**config.mk**
```make
export PLATFORM = sky130hd
export DESIGN_NAME = rtap_regs
export DESIGN_NICKNAME = d
export VERILOG_FILES = /design/src/rtap_pkg.sv /design/src/rtap_regs.sv
export SDC_FILE = /design/constraint.sdc
export NUM_CORES = 1
export LEC_CHECK = 0
export BUFFER_PORTS_ARGS = -buffer_cell sky130_fd_sc_hd__buf_2
export CAP_MARGIN = 20
export CORE_MARGIN = 5
export CORE_UTILIZATION = 41
export CTS_BUF_LIST = sky130_fd_sc_hd__clkbuf_4
export DETAILED_ROUTE_END_ITERATION = 7
export PLACE_DENSITY = 0.62
export SYNTH_ARGS = -nofsm -noshare
export SYNTH_HDL_FRONTEND = slang
export SYNTH_SLANG_ARGS = --single-unit
```
**constraint.sdc**
```tcl
create_clock -name i_clk -period 2.1 [get_ports i_clk]
set_clock_uncertainty 0.1 [all_clocks]
set_input_delay 0.21 -clock i_clk [delete_from_list [all_inputs] [get_ports i_clk]]
set_output_delay 0.21 -clock i_clk [all_outputs]
set_load 0.01 [all_outputs]
```
**src/rtap_pkg.sv**
```systemverilog
// rtap_pkg: constants and carriers for the adaptation / frequency-error register slice.
// assumes an 8-bit management register port with byte addresses in the channel map.
package rtap_pkg;
  // ==========================================================
  // register offsets
  localparam logic [7:0] RTAP_OFS_PPM_TAP1 = 8'h35;
  localparam logic [7:0] RTAP_OFS_EYE_CAPDAC = 8'h36;
  localparam logic [7:0] RTAP_OFS_EQ_STAT = 8'h37;
  localparam logic [7:0] RTAP_OFS_FB_STAT = 8'h38;
  localparam logic [7:0] RTAP_OFS_START_IDX = 8'h39;
  localparam logic [7:0] RTAP_OFS_FIX_BOOST = 8'h3A;
  localparam logic [7:0] RTAP_OFS_FCNT_HI = 8'h3B;
  localparam logic [7:0] RTAP_OFS_FCNT_LO = 8'h3C;
  localparam logic [7:0] RTAP_OFS_RSVD_3D = 8'h3D;
  localparam logic [7:0] RTAP_OFS_MON_CTRL = 8'h3E;
  // ==========================================================
  // reset values
  localparam logic [7:0] RTAP_RST_PPM_TAP1 = 8'h1F;
  localparam logic [7:0] RTAP_RST_EYE_CAPDAC = 8'h33;
  localparam logic [7:0] RTAP_RST_START_IDX = 8'h00;
  localparam logic [7:0] RTAP_RST_FIX_BOOST = 8'hA5;
  localparam logic [7:0] RTAP_RST_RSVD_3D = 8'h00;
  localparam logic [7:0] RTAP_RST_MON_CTRL = 8'h80;
  // ==========================================================
  // field positions
  localparam int RTAP_BIT_PPM_REQ = 5;
  localparam int RTAP_BIT_EYE_IRQ_EN = 6;
  localparam int RTAP_BIT_CAPDAC_OVR = 2;
  localparam int RTAP_BIT_MON_EN = 7;
  localparam int RTAP_BIT_START_EN = 3;
  localparam logic [7:0] RTAP_MASK_PPM_TAP1 = 8'h3F;
  localparam logic [7:0] RTAP_MASK_START_IDX = 8'h1F;
  localparam logic [7:0] RTAP_MASK_MON_CTRL = 8'h80;
  // ==========================================================
  // carriers
  typedef struct packed {
    logic wr;
    logic rd;
    logic [7:0] addr;
    logic [7:0] wdata;
  } rtap_reg_req_t;
  typedef struct packed {
    logic [4:0] tap1_limit;
    logic [1:0] capdac_range;
    logic [4:0] start_index;
    logic start_index_valid;
    logic [7:0] boost;
    logic boost_fixed;
  } rtap_eq_ctrl_t;
endpackage

```
**src/rtap_regs.sv**
```systemverilog
// rtap_regs: register slice for frequency-error trigger, tap limit, cap dac override,
// adaptation start index, fixed low-rate boost and eye lock monitoring.
// assumes core status inputs are on i_clk; lock detectors and divide-rate info come from the core.
`timescale 1ns/1ns
// Notes on behaviour
// request bit starts error compute, self-clears after
// first tap magnitude clamped to 5-bit ceiling
// override bit selects programmed cap dac range
// start index used only when enable set
// four 2-bit boost fields, stage 0 top
// divide 4/8 rates use fixed boost, no adapt
// software should zero boost for short channels
// monitoring enabled starts after both locks declared
// one eye check per programmed interval
// 16-bit count readable as high/low bytes
// eye interrupt passes only when enabled
module rtap_regs (
  // clock and reset
  input wire logic i_clk,
  input wire logic i_sys_rst,
  // register port
  input wire rtap_pkg::rtap_reg_req_t i_req,
  output logic [7:0] o_rdata,
  // core status
  input wire logic i_ppm_done,
  input wire logic [15:0] i_freq_count,
  input wire logic [7:0] i_eq_status,
  input wire logic [7:0] i_fb_status,
  input wire logic [1:0] i_capdac_auto,
  input wire logic i_start_en,
  input wire logic i_low_rate,
  input wire logic i_coarse_lock,
  input wire logic i_fine_lock,
  input wire logic i_adapt_done,
  input wire logic i_interval_tick,
  input wire logic i_eye_irq_raw,
  // core controls
  output logic o_ppm_start,
  output rtap_pkg::rtap_eq_ctrl_t o_eq_ctrl,
  output logic o_adapt_en,
  output logic o_mon_active,
  output logic o_eye_check,
  output logic o_eye_irq
);
  import rtap_pkg::*;

  // ==========================================================
  // storage
  logic [7:0] ppm_tap1_r, ppm_tap1_nxt; // request bit plus tap limit
  logic [7:0] eye_capdac_r; // irq enable and cap dac fields
  logic [7:0] start_idx_r; // adaptation start index
  logic [7:0] boost_r; // fixed boost per stage
  logic [7:0] rsvd_3d_r; // reserved, read back as written
  logic [7:0] mon_ctrl_r; // monitor enable
  logic [15:0] fcnt_r; // captured frequency count
  logic busy_r; // computation in flight
  logic [7:0] rdata_nxt;

  // ==========================================================
  // decode
  wire wr_35 = i_req.wr && (i_req.addr == RTAP_OFS_PPM_TAP1);
  wire wr_36 = i_req.wr && (i_req.addr == RTAP_OFS_EYE_CAPDAC);
  wire wr_39 = i_req.wr && (i_req.addr == RTAP_OFS_START_IDX);
  wire wr_3a = i_req.wr && (i_req.addr == RTAP_OFS_FIX_BOOST);
  wire wr_3d = i_req.wr && (i_req.addr == RTAP_OFS_RSVD_3D);
  wire wr_3e = i_req.wr && (i_req.addr == RTAP_OFS_MON_CTRL);
  // a fresh request is a write of one to the request bit while idle, or in the cycle that done clears it;
  // without the second term a write landing on done would leave the bit set with nothing running
  wire req_set = wr_35 && i_req.wdata[RTAP_BIT_PPM_REQ] &&
                 (!ppm_tap1_r[RTAP_BIT_PPM_REQ] || (busy_r && i_ppm_done));
  wire both_lock = i_coarse_lock && i_fine_lock;
  wire mon_on = mon_ctrl_r[RTAP_BIT_MON_EN] && both_lock;
  wire [1:0] capdac_sel = eye_capdac_r[RTAP_BIT_CAPDAC_OVR] ? eye_capdac_r[1:0] : i_capdac_auto;
  wire start_valid = i_start_en;

  // ==========================================================
  // request bit: done clears, a new write of one wins over done
  always_comb begin
    ppm_tap1_nxt = ppm_tap1_r;
    if (wr_35) begin
      ppm_tap1_nxt[4:0] = i_req.wdata[4:0];
    end
    if (busy_r && i_ppm_done) begin
      ppm_tap1_nxt[RTAP_BIT_PPM_REQ] = 1'b0;
    end
    if (wr_35 && i_req.wdata[RTAP_BIT_PPM_REQ]) begin
      ppm_tap1_nxt[RTAP_BIT_PPM_REQ] = 1'b1;
    end
  end

  // ==========================================================
  // read mux, unmapped offsets read zero; reserved 3D reads back as written
  always_comb begin
    unique case (i_req.addr)
      RTAP_OFS_PPM_TAP1: rdata_nxt = ppm_tap1_r & RTAP_MASK_PPM_TAP1;
      RTAP_OFS_EYE_CAPDAC: rdata_nxt = eye_capdac_r;
      RTAP_OFS_EQ_STAT: rdata_nxt = i_eq_status;
      RTAP_OFS_FB_STAT: rdata_nxt = i_fb_status;
      RTAP_OFS_START_IDX: rdata_nxt = start_idx_r & RTAP_MASK_START_IDX;
      RTAP_OFS_FIX_BOOST: rdata_nxt = boost_r;
      RTAP_OFS_FCNT_HI: rdata_nxt = fcnt_r[15:8];
      RTAP_OFS_FCNT_LO: rdata_nxt = fcnt_r[7:0];
      RTAP_OFS_RSVD_3D: rdata_nxt = rsvd_3d_r;
      RTAP_OFS_MON_CTRL: rdata_nxt = mon_ctrl_r & RTAP_MASK_MON_CTRL;
      default: rdata_nxt = 8'h00;
    endcase
  end

  // ==========================================================
  // writable registers
  always_ff @(posedge i_clk) begin
    if (i_sys_rst) begin
      ppm_tap1_r <= RTAP_RST_PPM_TAP1;
      eye_capdac_r <= RTAP_RST_EYE_CAPDAC;
      start_idx_r <= RTAP_RST_START_IDX;
      boost_r <= RTAP_RST_FIX_BOOST;
      rsvd_3d_r <= RTAP_RST_RSVD_3D;
      mon_ctrl_r <= RTAP_RST_MON_CTRL;
    end else begin
      ppm_tap1_r <= ppm_tap1_nxt;
      if (wr_36) eye_capdac_r <= i_req.wdata;
      if (wr_39) start_idx_r <= i_req.wdata;
      if (wr_3a) boost_r <= i_req.wdata;
      if (wr_3d) rsvd_3d_r <= i_req.wdata;
      if (wr_3e) mon_ctrl_r <= i_req.wdata;
    end
  end

  // ==========================================================
  // frequency-error sequencing; the count is captured when done
  always_ff @(posedge i_clk) begin
    if (i_sys_rst) begin
      busy_r <= 1'b0;
      fcnt_r <= 16'h0000;
      o_ppm_start <= 1'b0;
    end else begin
      o_ppm_start <= req_set;
      if (req_set) busy_r <= 1'b1;
      else if (i_ppm_done) busy_r <= 1'b0;
      if (busy_r && i_ppm_done) fcnt_r <= i_freq_count;
    end
  end

  // ==========================================================
  // outputs to the equalizer core, all registered
  always_ff @(posedge i_clk) begin
    if (i_sys_rst) begin
      o_rdata <= 8'h00;
      o_eq_ctrl <= '0;
      o_adapt_en <= 1'b0;
      o_mon_active <= 1'b0;
      o_eye_check <= 1'b0;
      o_eye_irq <= 1'b0;
    end else begin
      o_rdata <= rdata_nxt;
      o_eq_ctrl.tap1_limit <= ppm_tap1_r[4:0];
      o_eq_ctrl.capdac_range <= capdac_sel;
      o_eq_ctrl.start_index <= start_idx_r[4:0];
      o_eq_ctrl.start_index_valid <= start_valid;
      o_eq_ctrl.boost <= boost_r;
      o_eq_ctrl.boost_fixed <= i_low_rate;
      o_adapt_en <= !i_low_rate;
      o_mon_active <= mon_on;
      o_eye_check <= mon_on && i_adapt_done && i_interval_tick;
      o_eye_irq <= i_eye_irq_raw && eye_capdac_r[RTAP_BIT_EYE_IRQ_EN];
    end
  end

  // ==========================================================
  // checks
  property p_ppm_clear;
    @(posedge i_clk) disable iff (i_sys_rst)
      (busy_r && i_ppm_done && !wr_35) |=> !ppm_tap1_r[RTAP_BIT_PPM_REQ];
  endproperty
  a_ppm_clear: assert property (p_ppm_clear) else $error("request bit not cleared");
  property p_ppm_start;
    @(posedge i_clk) disable iff (i_sys_rst)
      req_set |=> o_ppm_start ##1 (!o_ppm_start || $past(req_set));
  endproperty
  a_ppm_start: assert property (p_ppm_start) else $error("start pulse wrong");
  property p_tap1;
    @(posedge i_clk) disable iff (i_sys_rst) 1'b1 |=> o_eq_ctrl.tap1_limit == $past(ppm_tap1_r[4:0]);
  endproperty
  a_tap1: assert property (p_tap1) else $error("tap limit mismatch");
  property p_capdac;
    @(posedge i_clk) disable iff (i_sys_rst)
      eye_capdac_r[RTAP_BIT_CAPDAC_OVR] |=> o_eq_ctrl.capdac_range == $past(eye_capdac_r[1:0]);
  endproperty
  a_capdac: assert property (p_capdac) else $error("override range ignored");
  property p_start;
    @(posedge i_clk) disable iff (i_sys_rst) !i_start_en |=> !o_eq_ctrl.start_index_valid;
  endproperty
  a_start: assert property (p_start) else $error("start index used without enable");
  property p_boost;
    @(posedge i_clk) disable iff (i_sys_rst) wr_3a |=> ##1 o_eq_ctrl.boost == $past(i_req.wdata, 2);
  endproperty
  a_boost: assert property (p_boost) else $error("boost not applied");
  property p_lowrate;
    @(posedge i_clk) disable iff (i_sys_rst) i_low_rate |=> !o_adapt_en && o_eq_ctrl.boost_fixed;
  endproperty
  a_lowrate: assert property (p_lowrate) else $error("adapting at low rate");
  property p_mon;
    @(posedge i_clk) disable iff (i_sys_rst) !(i_coarse_lock && i_fine_lock) |=> !o_mon_active;
  endproperty
  a_mon: assert property (p_mon) else $error("monitor before lock");
  property p_check;
    @(posedge i_clk) disable iff (i_sys_rst) o_eye_check |-> $past(i_interval_tick && i_adapt_done);
  endproperty
  a_check: assert property (p_check) else $error("eye check off interval");
  property p_fcnt;
    @(posedge i_clk) disable iff (i_sys_rst)
      (i_req.addr == RTAP_OFS_FCNT_HI) |=> o_rdata == $past(fcnt_r[15:8]);
  endproperty
  a_fcnt: assert property (p_fcnt) else $error("count high byte wrong");
  property p_irq;
    @(posedge i_clk) disable iff (i_sys_rst) !eye_capdac_r[RTAP_BIT_EYE_IRQ_EN] |=> !o_eye_irq;
  endproperty
  a_irq: assert property (p_irq) else $error("irq while disabled");
  c_ppm: cover property (@(posedge i_clk) disable iff (i_sys_rst) req_set ##[1:20] (busy_r && i_ppm_done));
  c_irq: cover property (@(posedge i_clk) disable iff (i_sys_rst) o_eye_irq);
  c_check: cover property (@(posedge i_clk) disable iff (i_sys_rst) o_eye_check);
  // new request landing in the done cycle
  c_restart: cover property (@(posedge i_clk) disable iff (i_sys_rst) req_set && busy_r && i_ppm_done);
endmodule

```
# Word level (Yosys, flattened, before mapping)
# Cells that the tools add are included.
dict set report classes {
  n_eq_ne 10
  muxes 6
  reduce_logical 19
}
# operator n
set op_table {}
lappend op_table {{== test 8 x 6 -> 1 bit (second input constant)} 10}
lappend op_table {{case mux 8 bit (10 select lines)} 1}
lappend op_table {{logical AND 1 bit} 14}
lappend op_table {{2-to-1 mux 1 bit} 4}
lappend op_table {{nonzero test 2 bit} 2}
lappend op_table {{zero test 1 bit} 2}
lappend op_table {{2-to-1 mux 2 bit} 1}
lappend op_table {{logical OR 1 bit} 1}
dict set report totals {
  ff_bits 95
  input_bits 62
}

# Logic depth before layout (Yosys ltp)
# Gate-level depths: netlist of run 1.
dict set report logic_depth {
  word_depth 5
  ltp_mapped 6
}

# Worst setup path before layout of run 1
# No wires, ideal clock.
dict set report synth_timing {
  path_kind {input port to flip-flop}
  start {in i_req[14] in the netlist's numbering}
  end {reg eye_capdac_r[0]}
  arrival_ps 1307
  setup_slack_ps 573
  cell_stages 6
  n_path_buf 2
  path_cell_list {nand4bb_4 > buf_6 > nor3_2 > buf_4 > nor2b_1 > a211o_1}
}
dict set report synth_via {
  elab_chain_cells 2
}
# item line
set synth_rtl {}
lappend synth_rtl {{start: declaration} rtap_regs.sv:22} ;# input wire rtap_pkg::rtap_reg_req_t i_req,
lappend synth_rtl {{== test 8 x 6 -> 1 bit} rtap_regs.sv:62} ;# wire wr_36 = i_req.wr && (i_req.addr == RTAP_OFS_EYE_CAPDAC);
lappend synth_rtl {{logical AND 1 bit} rtap_regs.sv:62}
lappend synth_rtl {{end signal: assignment} rtap_regs.sv:121} ;# if (wr_36) eye_capdac_r <= i_req.wdata;
lappend synth_rtl {{end: declaration} rtap_regs.sv:50} ;# logic [7:0] eye_capdac_r;
# No other way between the ends.
# A chain may end at the register's enable or synchronous reset.

# Final worst setup path of run 1
dict set report layout_timing {
  start {in i_req[11] in the netlist's numbering}
  end {reg boost_r[2]}
}
dict set report layout_via {
  elab_chain_cells 2
}
# item line
set layout_rtl {}
lappend layout_rtl {{== test 8 x 6 -> 1 bit} rtap_regs.sv:64} ;# wire wr_3a = i_req.wr && (i_req.addr == RTAP_OFS_FIX_BOOST);
lappend layout_rtl {{logical AND 1 bit} rtap_regs.sv:64}
lappend layout_rtl {{end signal: assignment} rtap_regs.sv:123} ;# if (wr_3a) boost_r <= i_req.wdata;
lappend layout_rtl {{end: declaration} rtap_regs.sv:52} ;# logic [7:0] boost_r;
# No other way between the ends.

==> results by group, run 1 <==
Setup path
  • R2R Setup Slk: 0.63 ns
  • CP max FO: 10
  • CP peak stage delay: 0.52 ns
  • Crit path launch type: input port
  • Crit end category: flip-flop
  • CP arrival: 1.91 ns
  • Crit path kind: input port to flip-flop
  • Critical-path top delay cell: dlygate4sd3_1
  • CP required: 2.33 ns
  • Critical-path cell list: dlygate4sd3_1 -> buf_2 -> nand2b_1 -> nor3_2 -> buf_4 -> nor2b_1 -> a211o_1

CTS
  • Post_cts resized: 0
  • # clock sinks: 88
  • Post-CTS Hold Buffers: 36
  • Clock root buffer: clkbuf_4
  • H-tree Lvls: 3
  • # Post-CTS Setup Buffers: 0
  • TritonCTS buffer count: 9
  • Worst-skew pair later-pin latency: 0.42 ns
  • Clock transition at path regs: 0.13 ns
  • Clock Path Buffers: 2
  • TritonCTS clock tree: yes

Die
  • Die area: 10750 sq um
  • Die Y: 103.7 um
  • Placeable core area: 8636 sq um
  • Initial core utilization: 0.4165
  • Site row count: 34
  • I/O Pins: 97
  • Die X: 103.7 um

GRT
  • Overflow after GRT: 0
  • First-pass GRT wire length: 14500 um
  • Pin count of the biggest net entering global routing: 45
  • Initial antenna violation count: 0
  • Vias in the first global route: 2851
  • GR Util All Layers: 0.1663

Routing
  • DRC Markers: 0
  • Vias: 2906
  • Via-per-instance ratio: 4.843
  • First-pass DRT Iterations: 4
  • Final WL: 8923 um
  • Initial DRC count: 80
  • DR WL/cell: 14.87 um
  • Post-route ant nets: 0

Outcome
  • Outcome: finished clean

Logic synthesis
  • Post-synthesis mux area share: 0.1510
  • Yosys top cell area share: 0.4897
  • Synth Area in Simple Gates: 0.2031
  • Cell taking the most area after synthesis: dfxtp_1
  • Register area share after synthesis: 0.4897
  • Largest family of logic cells by synthesized area: simple AND/OR/NAND/NOR gates
  • Distinct cells, synth: 42
  • Post-synthesis adder-cell area fraction: 0
  • Synth Instances: 355
  • Yosys reg bits: 88
  • Xor/xnor cell area share of the yosys netlist: 0
  • Compound-gate portion of the synthesized area: 0.1197
  • Post-Syn Nets: 417
  • Synth area leaders: dfxtp_1 49%, mux2i_1 9.5%, nor2b_1 7.0%
  • Yosys warns: 0
  • Post-synthesis cell area: 3597 sq um
  • Post-synthesis area per instance: 10.13 sq um

Timing
  • # setup viols final: 0
  • Slew headroom: 0.6490
  • RSZ-0062 raised after global routing: false
  • Minimum clock period: 1.685 ns
  • Final Max Tran Viols: 0
  • Max Freq: 593.5 MHz
  • Hold Fails Final Rpt: 0
  • Hold_ws: 0.1799 ns
  • Setup TNS: 0 ns
  • Tcrit/Tclk final: 0.8024
  • Worst slew pin tran: 0.5252 ns
  • Final WS setup: 0.4151 ns

Final layout
  • Util after Layout: 0.5423
  • Design area: 4683 sq um
  • Ant. Diodes: 0
  • Area grow syn2layout: 30.19%
  • Commonest non-fill, non-tap cell in the layout: buf_2
  • Fin nets: 550
  • Ratio of cells with drive above 1 in the final layout: 0.2785
  • Most frequent cells in the layout: 95 x buf_2, 88 x dfxtp_1, 40 x nor2b_1

Place
  • Port Buf Inserts: 95
  • Post-Place Worst Slack: 0.2763 ns
  • GPL Wtd Cong: 0.8302
  • Dpl cell area: 4218 sq um
  • Post-DP HPWL: 6400 um

Pwr
  • Maximum vdd drop: 0.0002539 V
  • PwrDens: 591.8 nW/um^2
  • P_leak: 1.865 nW

Job
  • Maxcap violations: 0

Hold path
  • Hold WC Path Type: input port to flip-flop
[Yosys cell counts (all sizes together)]
cell      n
nand4bb   1
dfxtp    88
and2      1
or3       1
o22ai     6
nor3      7
nor2b    40
o32a      1
or2       2
mux2i    34
a21boi    2
nand2b    5
nand3b    2
a21oi    17
o2bb2ai   1
o21ai     2
nand3     3
o21a      7
nand2    38
mux2      8
nor3b     1
a2111oi   1
and3      3
a211o    13
inv       3
mux4      5
o31ai     1
buf      12
a22oi     6
a32oi     2
nor2     30
and4b     1
clkbuf   11
[per-layer routing]
metal,global-route usage,vias up,wire length (um)
met5,0,-,0
met4,0.05088,0,110
met3,0.04540,10,445
met2,0.2691,65,4227
met1,0.2163,1343,4139
li1,-,1488,-
[layout make-up]
type	count	area [sq um]
repair buffers	145	965.9
inverters	3	11.26
well taps	108	135.1
flip-flops and latches	88	1762
clock buffers	11	82.58
clock inverters	4	22.52
multi-input cells	241	1704
fillers	825	3953
[flip-flops by register name (all words and copies together) (netlist names), 5 cells and up]
name	flops
o_eq_ctrl	22
fcnt_r	16
start_idx_r	5
eye_capdac_r	8
o_rdata	8
ppm_tap1_r	6
rsvd_3d_r	8
boost_r	8
[critical path: cells and delay by family]
family / cells / cell delay, ns
buffers and inverters: 3 / 0.94
AND/OR/NAND/NOR: 3 / 0.50
AO/OA/AOI/OAI: 1 / 0.26
[logic make-up after synthesis]
| logic type | after synthesis |
|---|---|
| flops | 88 |
| mux | 47 |
| buf+inv | 26 |
| compound gates | 59 |
| simple gates | 135 |
[where the power goes]
| part | switching, W | internal [W] |
|---|---|---|
| sequential | 0.00000390 | 0.00169 |
| combinational | 0.000133 | 0.000151 |
| clock | 0.000541 | 0.000257 |
| total | 0.000677 | 0.00209 |
[through the flow]
| step | std cells | power [W] |
|---|---|---|
| after global placement | 549 | 0.001959 |
| after CTS | 600 | 0.002805 |
| after global routing | 600 | 0.002909 |
| after floorplan | 355 | 0.001847 |
| after detailed placement | 549 | 0.001963 |
| final | 600 | 0.002772 |
[path summary, 6_finish.rpt]
kind	start	endpoint	cells after the start
min	i_req[10]	o_rdata[5]	4
max reg2reg	mon_ctrl_r[7]	o_eye_check	3
min reg2reg	ppm_tap1_r[0]	o_eq_ctrl[17]	1
max	i_req[11]	boost_r[2]	7
(Power assumes the default switching activity.)
==> run 2, diff against run 1 <==
PLACE_DENSITY = 0.64   (was 0.62)
clock period = 1.5 ns   (was 2.1 ns; I/O delays follow)
==> run 2 against run 1 <==
Largest cell class unchanged; combinational power up 50%; global-route usage up 0.076 points; die area did not move; clock power grew 43%; worst setup slack got worse by 0.38 ns; critical path type is now flip-flop to flip-flop; sequential power rose by 40%; utilization up 2.0 points; total power grew 42%; critical endpoint is now o_eye_check; clock-buffer cell count rose by 1; final area up 3.6%; routed wire length up 0.80%; sequential share of layout area shrank 1.3 points.
==> results by group, run 2 (synthesized netlist as in run 1, its figures left out) <==
GRT
  • GR Util All Layers: 0.1671
  • Initial antenna violation count: 0
  • Vias in the first global route: 2983
  • Met2 Use GR: 0.2791
  • Met1 Track Usage GR: 0.2113
  • Grt peak-use layer: met2
  • First-pass GRT wire length: 14590 um
  • Pin count of the biggest net entering global routing: 56
  • Met3 usage: 0.04353
  • Overflow after GRT: 0

Place
  • Dpl cells: 567
  • Dpl cell area: 4390 sq um
  • Port Buf Inserts: 95
  • GPL Wtd Cong: 0.8547
  • Post-DP HPWL: 6603 um

Final layout
  • Non-filler cells, final: 617
  • Design area: 4852 sq um
  • Largest regs: o_eq_ctrl: 22 flops, fcnt_r: 16 flops
  • Largest register FFs: 22
  • Ratio of cells with drive above 1 in the final layout: 0.3104
  • # fillers: 765
  • Commonest non-fill, non-tap cell in the layout: buf_2
  • Ant. Diodes: 0
  • Area grow syn2layout: 34.89%
  • Most frequent cells in the layout: 95 x buf_2, 87 x dfxtp_1, 40 x nor2b_1
  • Biggest register: o_eq_ctrl
  • Fin nets: 567

Routing
  • Vias: 3011
  • First-pass DRT Iterations: 5
  • DRC Markers: 0
  • Final WL: 8994 um
  • Post-route ant nets: 0
  • Initial DRC count: 128
  • Via-per-instance ratio: 4.880
  • DR WL/cell: 14.58 um

Die
  • Placeable core area: 8636 sq um
  • Die X: 103.7 um
  • I/O Pins: 97
  • Initial core utilization: 0.4165
  • Site row count: 34
  • Die Y: 103.7 um
  • Die area: 10750 sq um

Pwr
  • PwrDens: 809.9 nW/um^2
  • Maximum vdd drop: 0.0003841 V
  • P_leak: 1.962 nW

CTS
  • H-tree Lvls: 3
  • TritonCTS buffer count: 9
  • Clock root buffer: clkbuf_4
  • # clock sinks: 88
  • Clock Path Buffers: 2
  • Worst-skew pair later-pin latency: 0.42 ns
  • TritonCTS clock tree: yes
  • Clock transition at path regs: 0.13 ns

Timing
  • Hold_ws: 0.07346 ns
  • Minimum clock period: 1.467 ns
  • RSZ-0062 raised after global routing: false
  • Slew headroom: 0.6585
  • Tcrit/Tclk final: 0.9778
  • Worst slew pin tran: 0.5122 ns
  • Setup TNS: 0 ns
  • Final Max Tran Viols: 0
  • # setup viols final: 0
  • Max Freq: 681.8 MHz
  • Hold Fails Final Rpt: 0

Setup path
  • Crit path launch type: flip-flop
  • CP max FO: 3
  • CP peak stage delay: 0.54 ns
  • R2R Setup Slk: 0.03 ns
  • CP arrival: 1.69 ns
  • Crit end category: flip-flop
  • Crit path kind: flip-flop to flip-flop
  • Worst Path Buf+Inv: 1
  • Top Family by Delay on Critical Path: buffers and inverters
  • CP required: 1.72 ns
  • Critical-path cell list: and4b_1 -> and3_1 -> dlygate4sd3_1
  • Critical-path top delay cell: dlygate4sd3_1

Hold path
  • Hold WC Path Type: input port to flip-flop

Job
  • Maxcap violations: 0

Outcome
  • Outcome: finished clean
==> run 2: cell count changes in the layout (fill, tap and decap cells not counted) <==
cell           previous run  this run
buf_12                    2         5
buf_4                    12        27
clkbuf_4                 11        12
clkinv_1                  2         0
clkinv_2                  0         1
dfxtp_1                  88        87
dfxtp_2                   0         1
dlygate4sd3_1            36        35
==> run 2: timing repair <==
action                                 4_1_cts  5_1_grt
endpoints found under the hold margin       62        0
hold buffers                                35        0
resized for setup                            0        1
setup buffers                                0        0
setup endpoints to repair                    0        1
==> run 2: routing by layer <==
metal	wire length (um)	part of all wire
met1	4101	0.46
met2	4298	0.48
met3	437	0.049
met4	157	0.017
met5	0	0
==> run 2: tightest hold or removal path, stage by stage <==
cell,delay [ns]
buf_2,0.08
mux2_1,0.12
a32oi_1,0.10
a21boi_1,0.12
==> run 2: final timing paths <==
check,startpoint,endpoint,cells past startpoint
worst max-delay path,mon_ctrl_r[7],o_eye_check,3
worst min-delay path,i_eq_status[7],o_rdata[7],4
worst max register to register,mon_ctrl_r[7],o_eye_check,3
worst min register to register,fcnt_r[5],fcnt_r[5],2
==> run 2: final cells by class <==
type	instances	area, sq um	area share
flip-flops and latches	88	1763	0.3633
multi-input cells	241	1704	0.3512
repair buffers	162	1129	0.2326
well taps	108	135.1	0.02785
clock buffers	12	90.09	0.01857
clock inverters	3	20.02	0.004126
inverters	3	11.26	0.002321
==> run 2: through the flow <==
stage | setup slack, ns | utilization | total power, W
after floorplan | 0.03338 | - | 0.002585
after global placement | -0.1523 | 0.5084 | 0.002771
after detailed placement | -0.1568 | 0.5084 | 0.002775
after CTS | 0.02377 | 0.5617 | 0.003972
after global routing | 0.001510 | 0.5619 | 0.004096
final | 0.03330 | 0.5619 | 0.003930
==> run 2: where the power goes <==
| part | switching, W | internal, W | leakage, nW |
|---|---|---|---|
| clock | 0.000753 | 0.000387 | 0.0594 |
| sequential | 0.00000510 | 0.00236 | 0.714 |
| combinational | 0.000193 | 0.000231 | 1.19 |
| total | 0.000952 | 0.00298 | 1.96 |
==> run 3, diff against run 2 <==
ABC_AREA = 1   (was not set)
==> run 3 against run 2 <==
Fmax is 17% higher; flip-flop and latch count did not move; synthesized area increased by 0.35%; register-to-register slack better by 0.24 ns; largest power group unchanged; critical path depth is 4 higher; sequential power about the same; utilization fell by 1.2 points; synthesized cell count up 35%; clock-buffer cell count shrank 3; final area decreased by 2.1%; hold slack worse by 0.048 ns; routed wire length up 13%.
==> results by group, run 3 <==
Pwr
  • P_leak: 2.249 nW
  • PwrDens: 877.3 nW/um^2
  • Maximum vdd drop: 0.0003898 V

Logic synthesis
  • Distinct cells, synth: 24
  • Most numerous cell in the Yosys netlist: dfxtp_1
  • Yosys top cell area share: 0.4880
  • Synth Instances: 478
  • Synth async-reset ratio: 0
  • Main synth FF type: dfxtp_1
  • Post-synthesis area per instance: 7.552 sq um
  • Register area share after synthesis: 0.4880
  • Cell taking the most area after synthesis: dfxtp_1
  • Yosys reg bits: 88
  • Synth area leaders: dfxtp_1 49%, nor2_1 8.9%, nand3_1 8.2%
  • Post-Syn Nets: 540
  • Post-synthesis cell area: 3610 sq um
  • Yosys warns: 0
  • Post-synth EDFFs: 0
  • Synth top cells by count: 88 x dfxtp_1, 86 x nor2_1, 59 x nand3_1

Die
  • Placeable core area: 8636 sq um
  • Die Y: 103.8 um
  • Site row count: 34
  • Die area: 10780 sq um
  • I/O Pins: 97
  • Initial core utilization: 0.4180
  • Die X: 103.8 um

Place
  • GPL Wtd Cong: 0.8548
  • Post-DP HPWL: 7381 um
  • Port Buf Inserts: 95
  • Post-Place Worst Slack: 0.001799 ns

CTS
  • TritonCTS clock tree: yes
  • TritonCTS buffer count: 9
  • H-tree Lvls: 3
  • Worst-skew pair later-pin latency: 0.46 ns
  • Clock root buffer: clkbuf_4
  • # clock sinks: 88
  • Clock transition at path regs: 0.14 ns
  • Clock Path Buffers: 2

Routing
  • Post-route ant nets: 0
  • DRC Markers: 0
  • Final WL: 10170 um
  • Via-per-instance ratio: 4.874
  • First-pass DRT Iterations: 4
  • DR WL/cell: 13.95 um
  • Vias: 3553
  • Initial DRC count: 159

Job
  • Maxcap violations: 0

Setup path
  • CP max FO: 10
  • R2R Setup Slk: 0.27 ns
  • CP required: 1.74 ns
  • FF-to-FF Start: busy_r
  • RR Endpoint: ppm_tap1_r[5]
  • Crit path kind: input port to flip-flop
  • Crit end category: flip-flop
  • Worst reg2reg path depth: 5
  • CP arrival: 1.49 ns
  • Crit path launch type: input port

Timing
  • Slew headroom: 0.7006
  • Minimum clock period: 1.255 ns
  • Hold Fails Final Rpt: 0
  • Setup TNS: 0 ns
  • RSZ-0062 raised after global routing: false
  • # setup viols final: 0
  • Final WS setup: 0.2455 ns
  • Tcrit/Tclk final: 0.8364
  • Final Max Tran Viols: 0
  • Max Freq: 797.1 MHz
  • Worst slew pin tran: 0.4486 ns

Final layout
  • Largest regs: o_eq_ctrl: 22 flops, fcnt_r: 16 flops
  • Largest register FFs: 22
  • Ratio of cells with drive above 1 in the final layout: 0.2415
  • Area grow syn2layout: 31.58%
  • Biggest register: o_eq_ctrl
  • Fin nets: 678
  • Ant. Diodes: 0
  • Most frequent cells in the layout: 95 x buf_2, 88 x dfxtp_1, 86 x nor2_1
  • Commonest non-fill, non-tap cell in the layout: buf_2

Hold path
  • Worst Min Path Start: i_eq_status[6]
  • Hold path depth: 5
  • Hold WC Path Type: input port to flip-flop
  • Hold Path End: o_rdata[6]

GRT
  • Overflow after GRT: 0
  • Pin count of the biggest net entering global routing: 40
  • GR Util All Layers: 0.1910
  • Initial antenna violation count: 0
  • Vias in the first global route: 3596
  • First-pass GRT wire length: 16790 um

Outcome
  • Outcome: finished clean
==> run 3: cell count changes after synthesis, sizes merged, moves of 34 or more <==
| cell | previous run | this run |
|---|---|---|
| nor2 | 30 | 95 |
| nand3 | 3 | 64 |
| o21ai | 2 | 53 |
| inv | 3 | 53 |
| nor2b | 40 | 0 |
| mux2i | 34 | 0 |
==> run 3: worst max-delay path by stage <==
| stage | start | to | slack [ns] | cells after the start |
|---|---|---|---|---|
| after global placement | i_req[8] | boost_r[5] | 0.03 | 8 |
| after detailed placement | i_req[8] | boost_r[7] | 0.002 | 8 |
| after CTS | i_req[17] | ppm_tap1_r[1] | 0.27 | 7 |
| after global routing | i_sys_rst | start_idx_r[1] | 0.15 | 6 |
| final | i_req[17] | ppm_tap1_r[1] | 0.25 | 7 |
| after floorplan | busy_r | fcnt_r[0] | 0.31 | 6 |
==> run 3: per-layer routing <==
metal	GRT usage	wire, um	up-vias
li1	-	-	1844
met1	0.2235	4222	1601
met2	0.3352	5195	87
met3	0.04042	506	21
met4	0.08141	247	0
met5	0	0	-
==> run 3: layout make-up <==
type                    instances  area [sq um]
repair buffers                148         993.5
inverters                      53         198.9
well taps                     108         135.1
clock buffers                   9         67.56
clock inverters                 7         76.32
fillers                       885          3886
multi-input cells             316          1516
flip-flops and latches         88          1762
==> run 3: cells by family (layout without fill, tap and decap cells) <==
group           after synthesis  after routing  share of synthesized area
compound gates               88             88                     0.1234
buf+inv                      74            217                    0.09185
flops                        88             88                     0.4880
simple gates                228            228                     0.2967
==> run 3: what timing repair did <==
action,4_1_cts,5_1_grt
hold endpoints to repair,64,0
hold buffers,38,0
setup buffers,0,0
gates resized for setup,0,0
==> run 3: critical path, stage by stage <==
cell	delay, ns
dlygate4sd3_1	0.54
buf_2	0.16
inv_2	0.19
nor2_2	0.08
buf_4	0.17
a21oi_1	0.11
o21ai_0	0.09
==> run 3: power by group <==
part           leakage [nW]  internal [W]  switching, W
registers             0.714       0.00236    0.00000608
logic                  1.46      0.000186      0.000206
clock network        0.0733      0.000522      0.000884
==> run 3: per-stage QoR <==
stage	power, W	hold WS, ns	instances	cell area [sq um]	util
after floorplan	0.002572	0.1224	478	3610	-
after global placement	0.002728	0.2242	675	4225	0.4893
after detailed placement	0.002734	0.2271	675	4225	0.4893
after CTS	0.004200	0.003751	729	4750	0.5500
after global routing	0.004321	0.03184	729	4750	0.5500
final	0.004167	0.02591	729	4750	0.5500
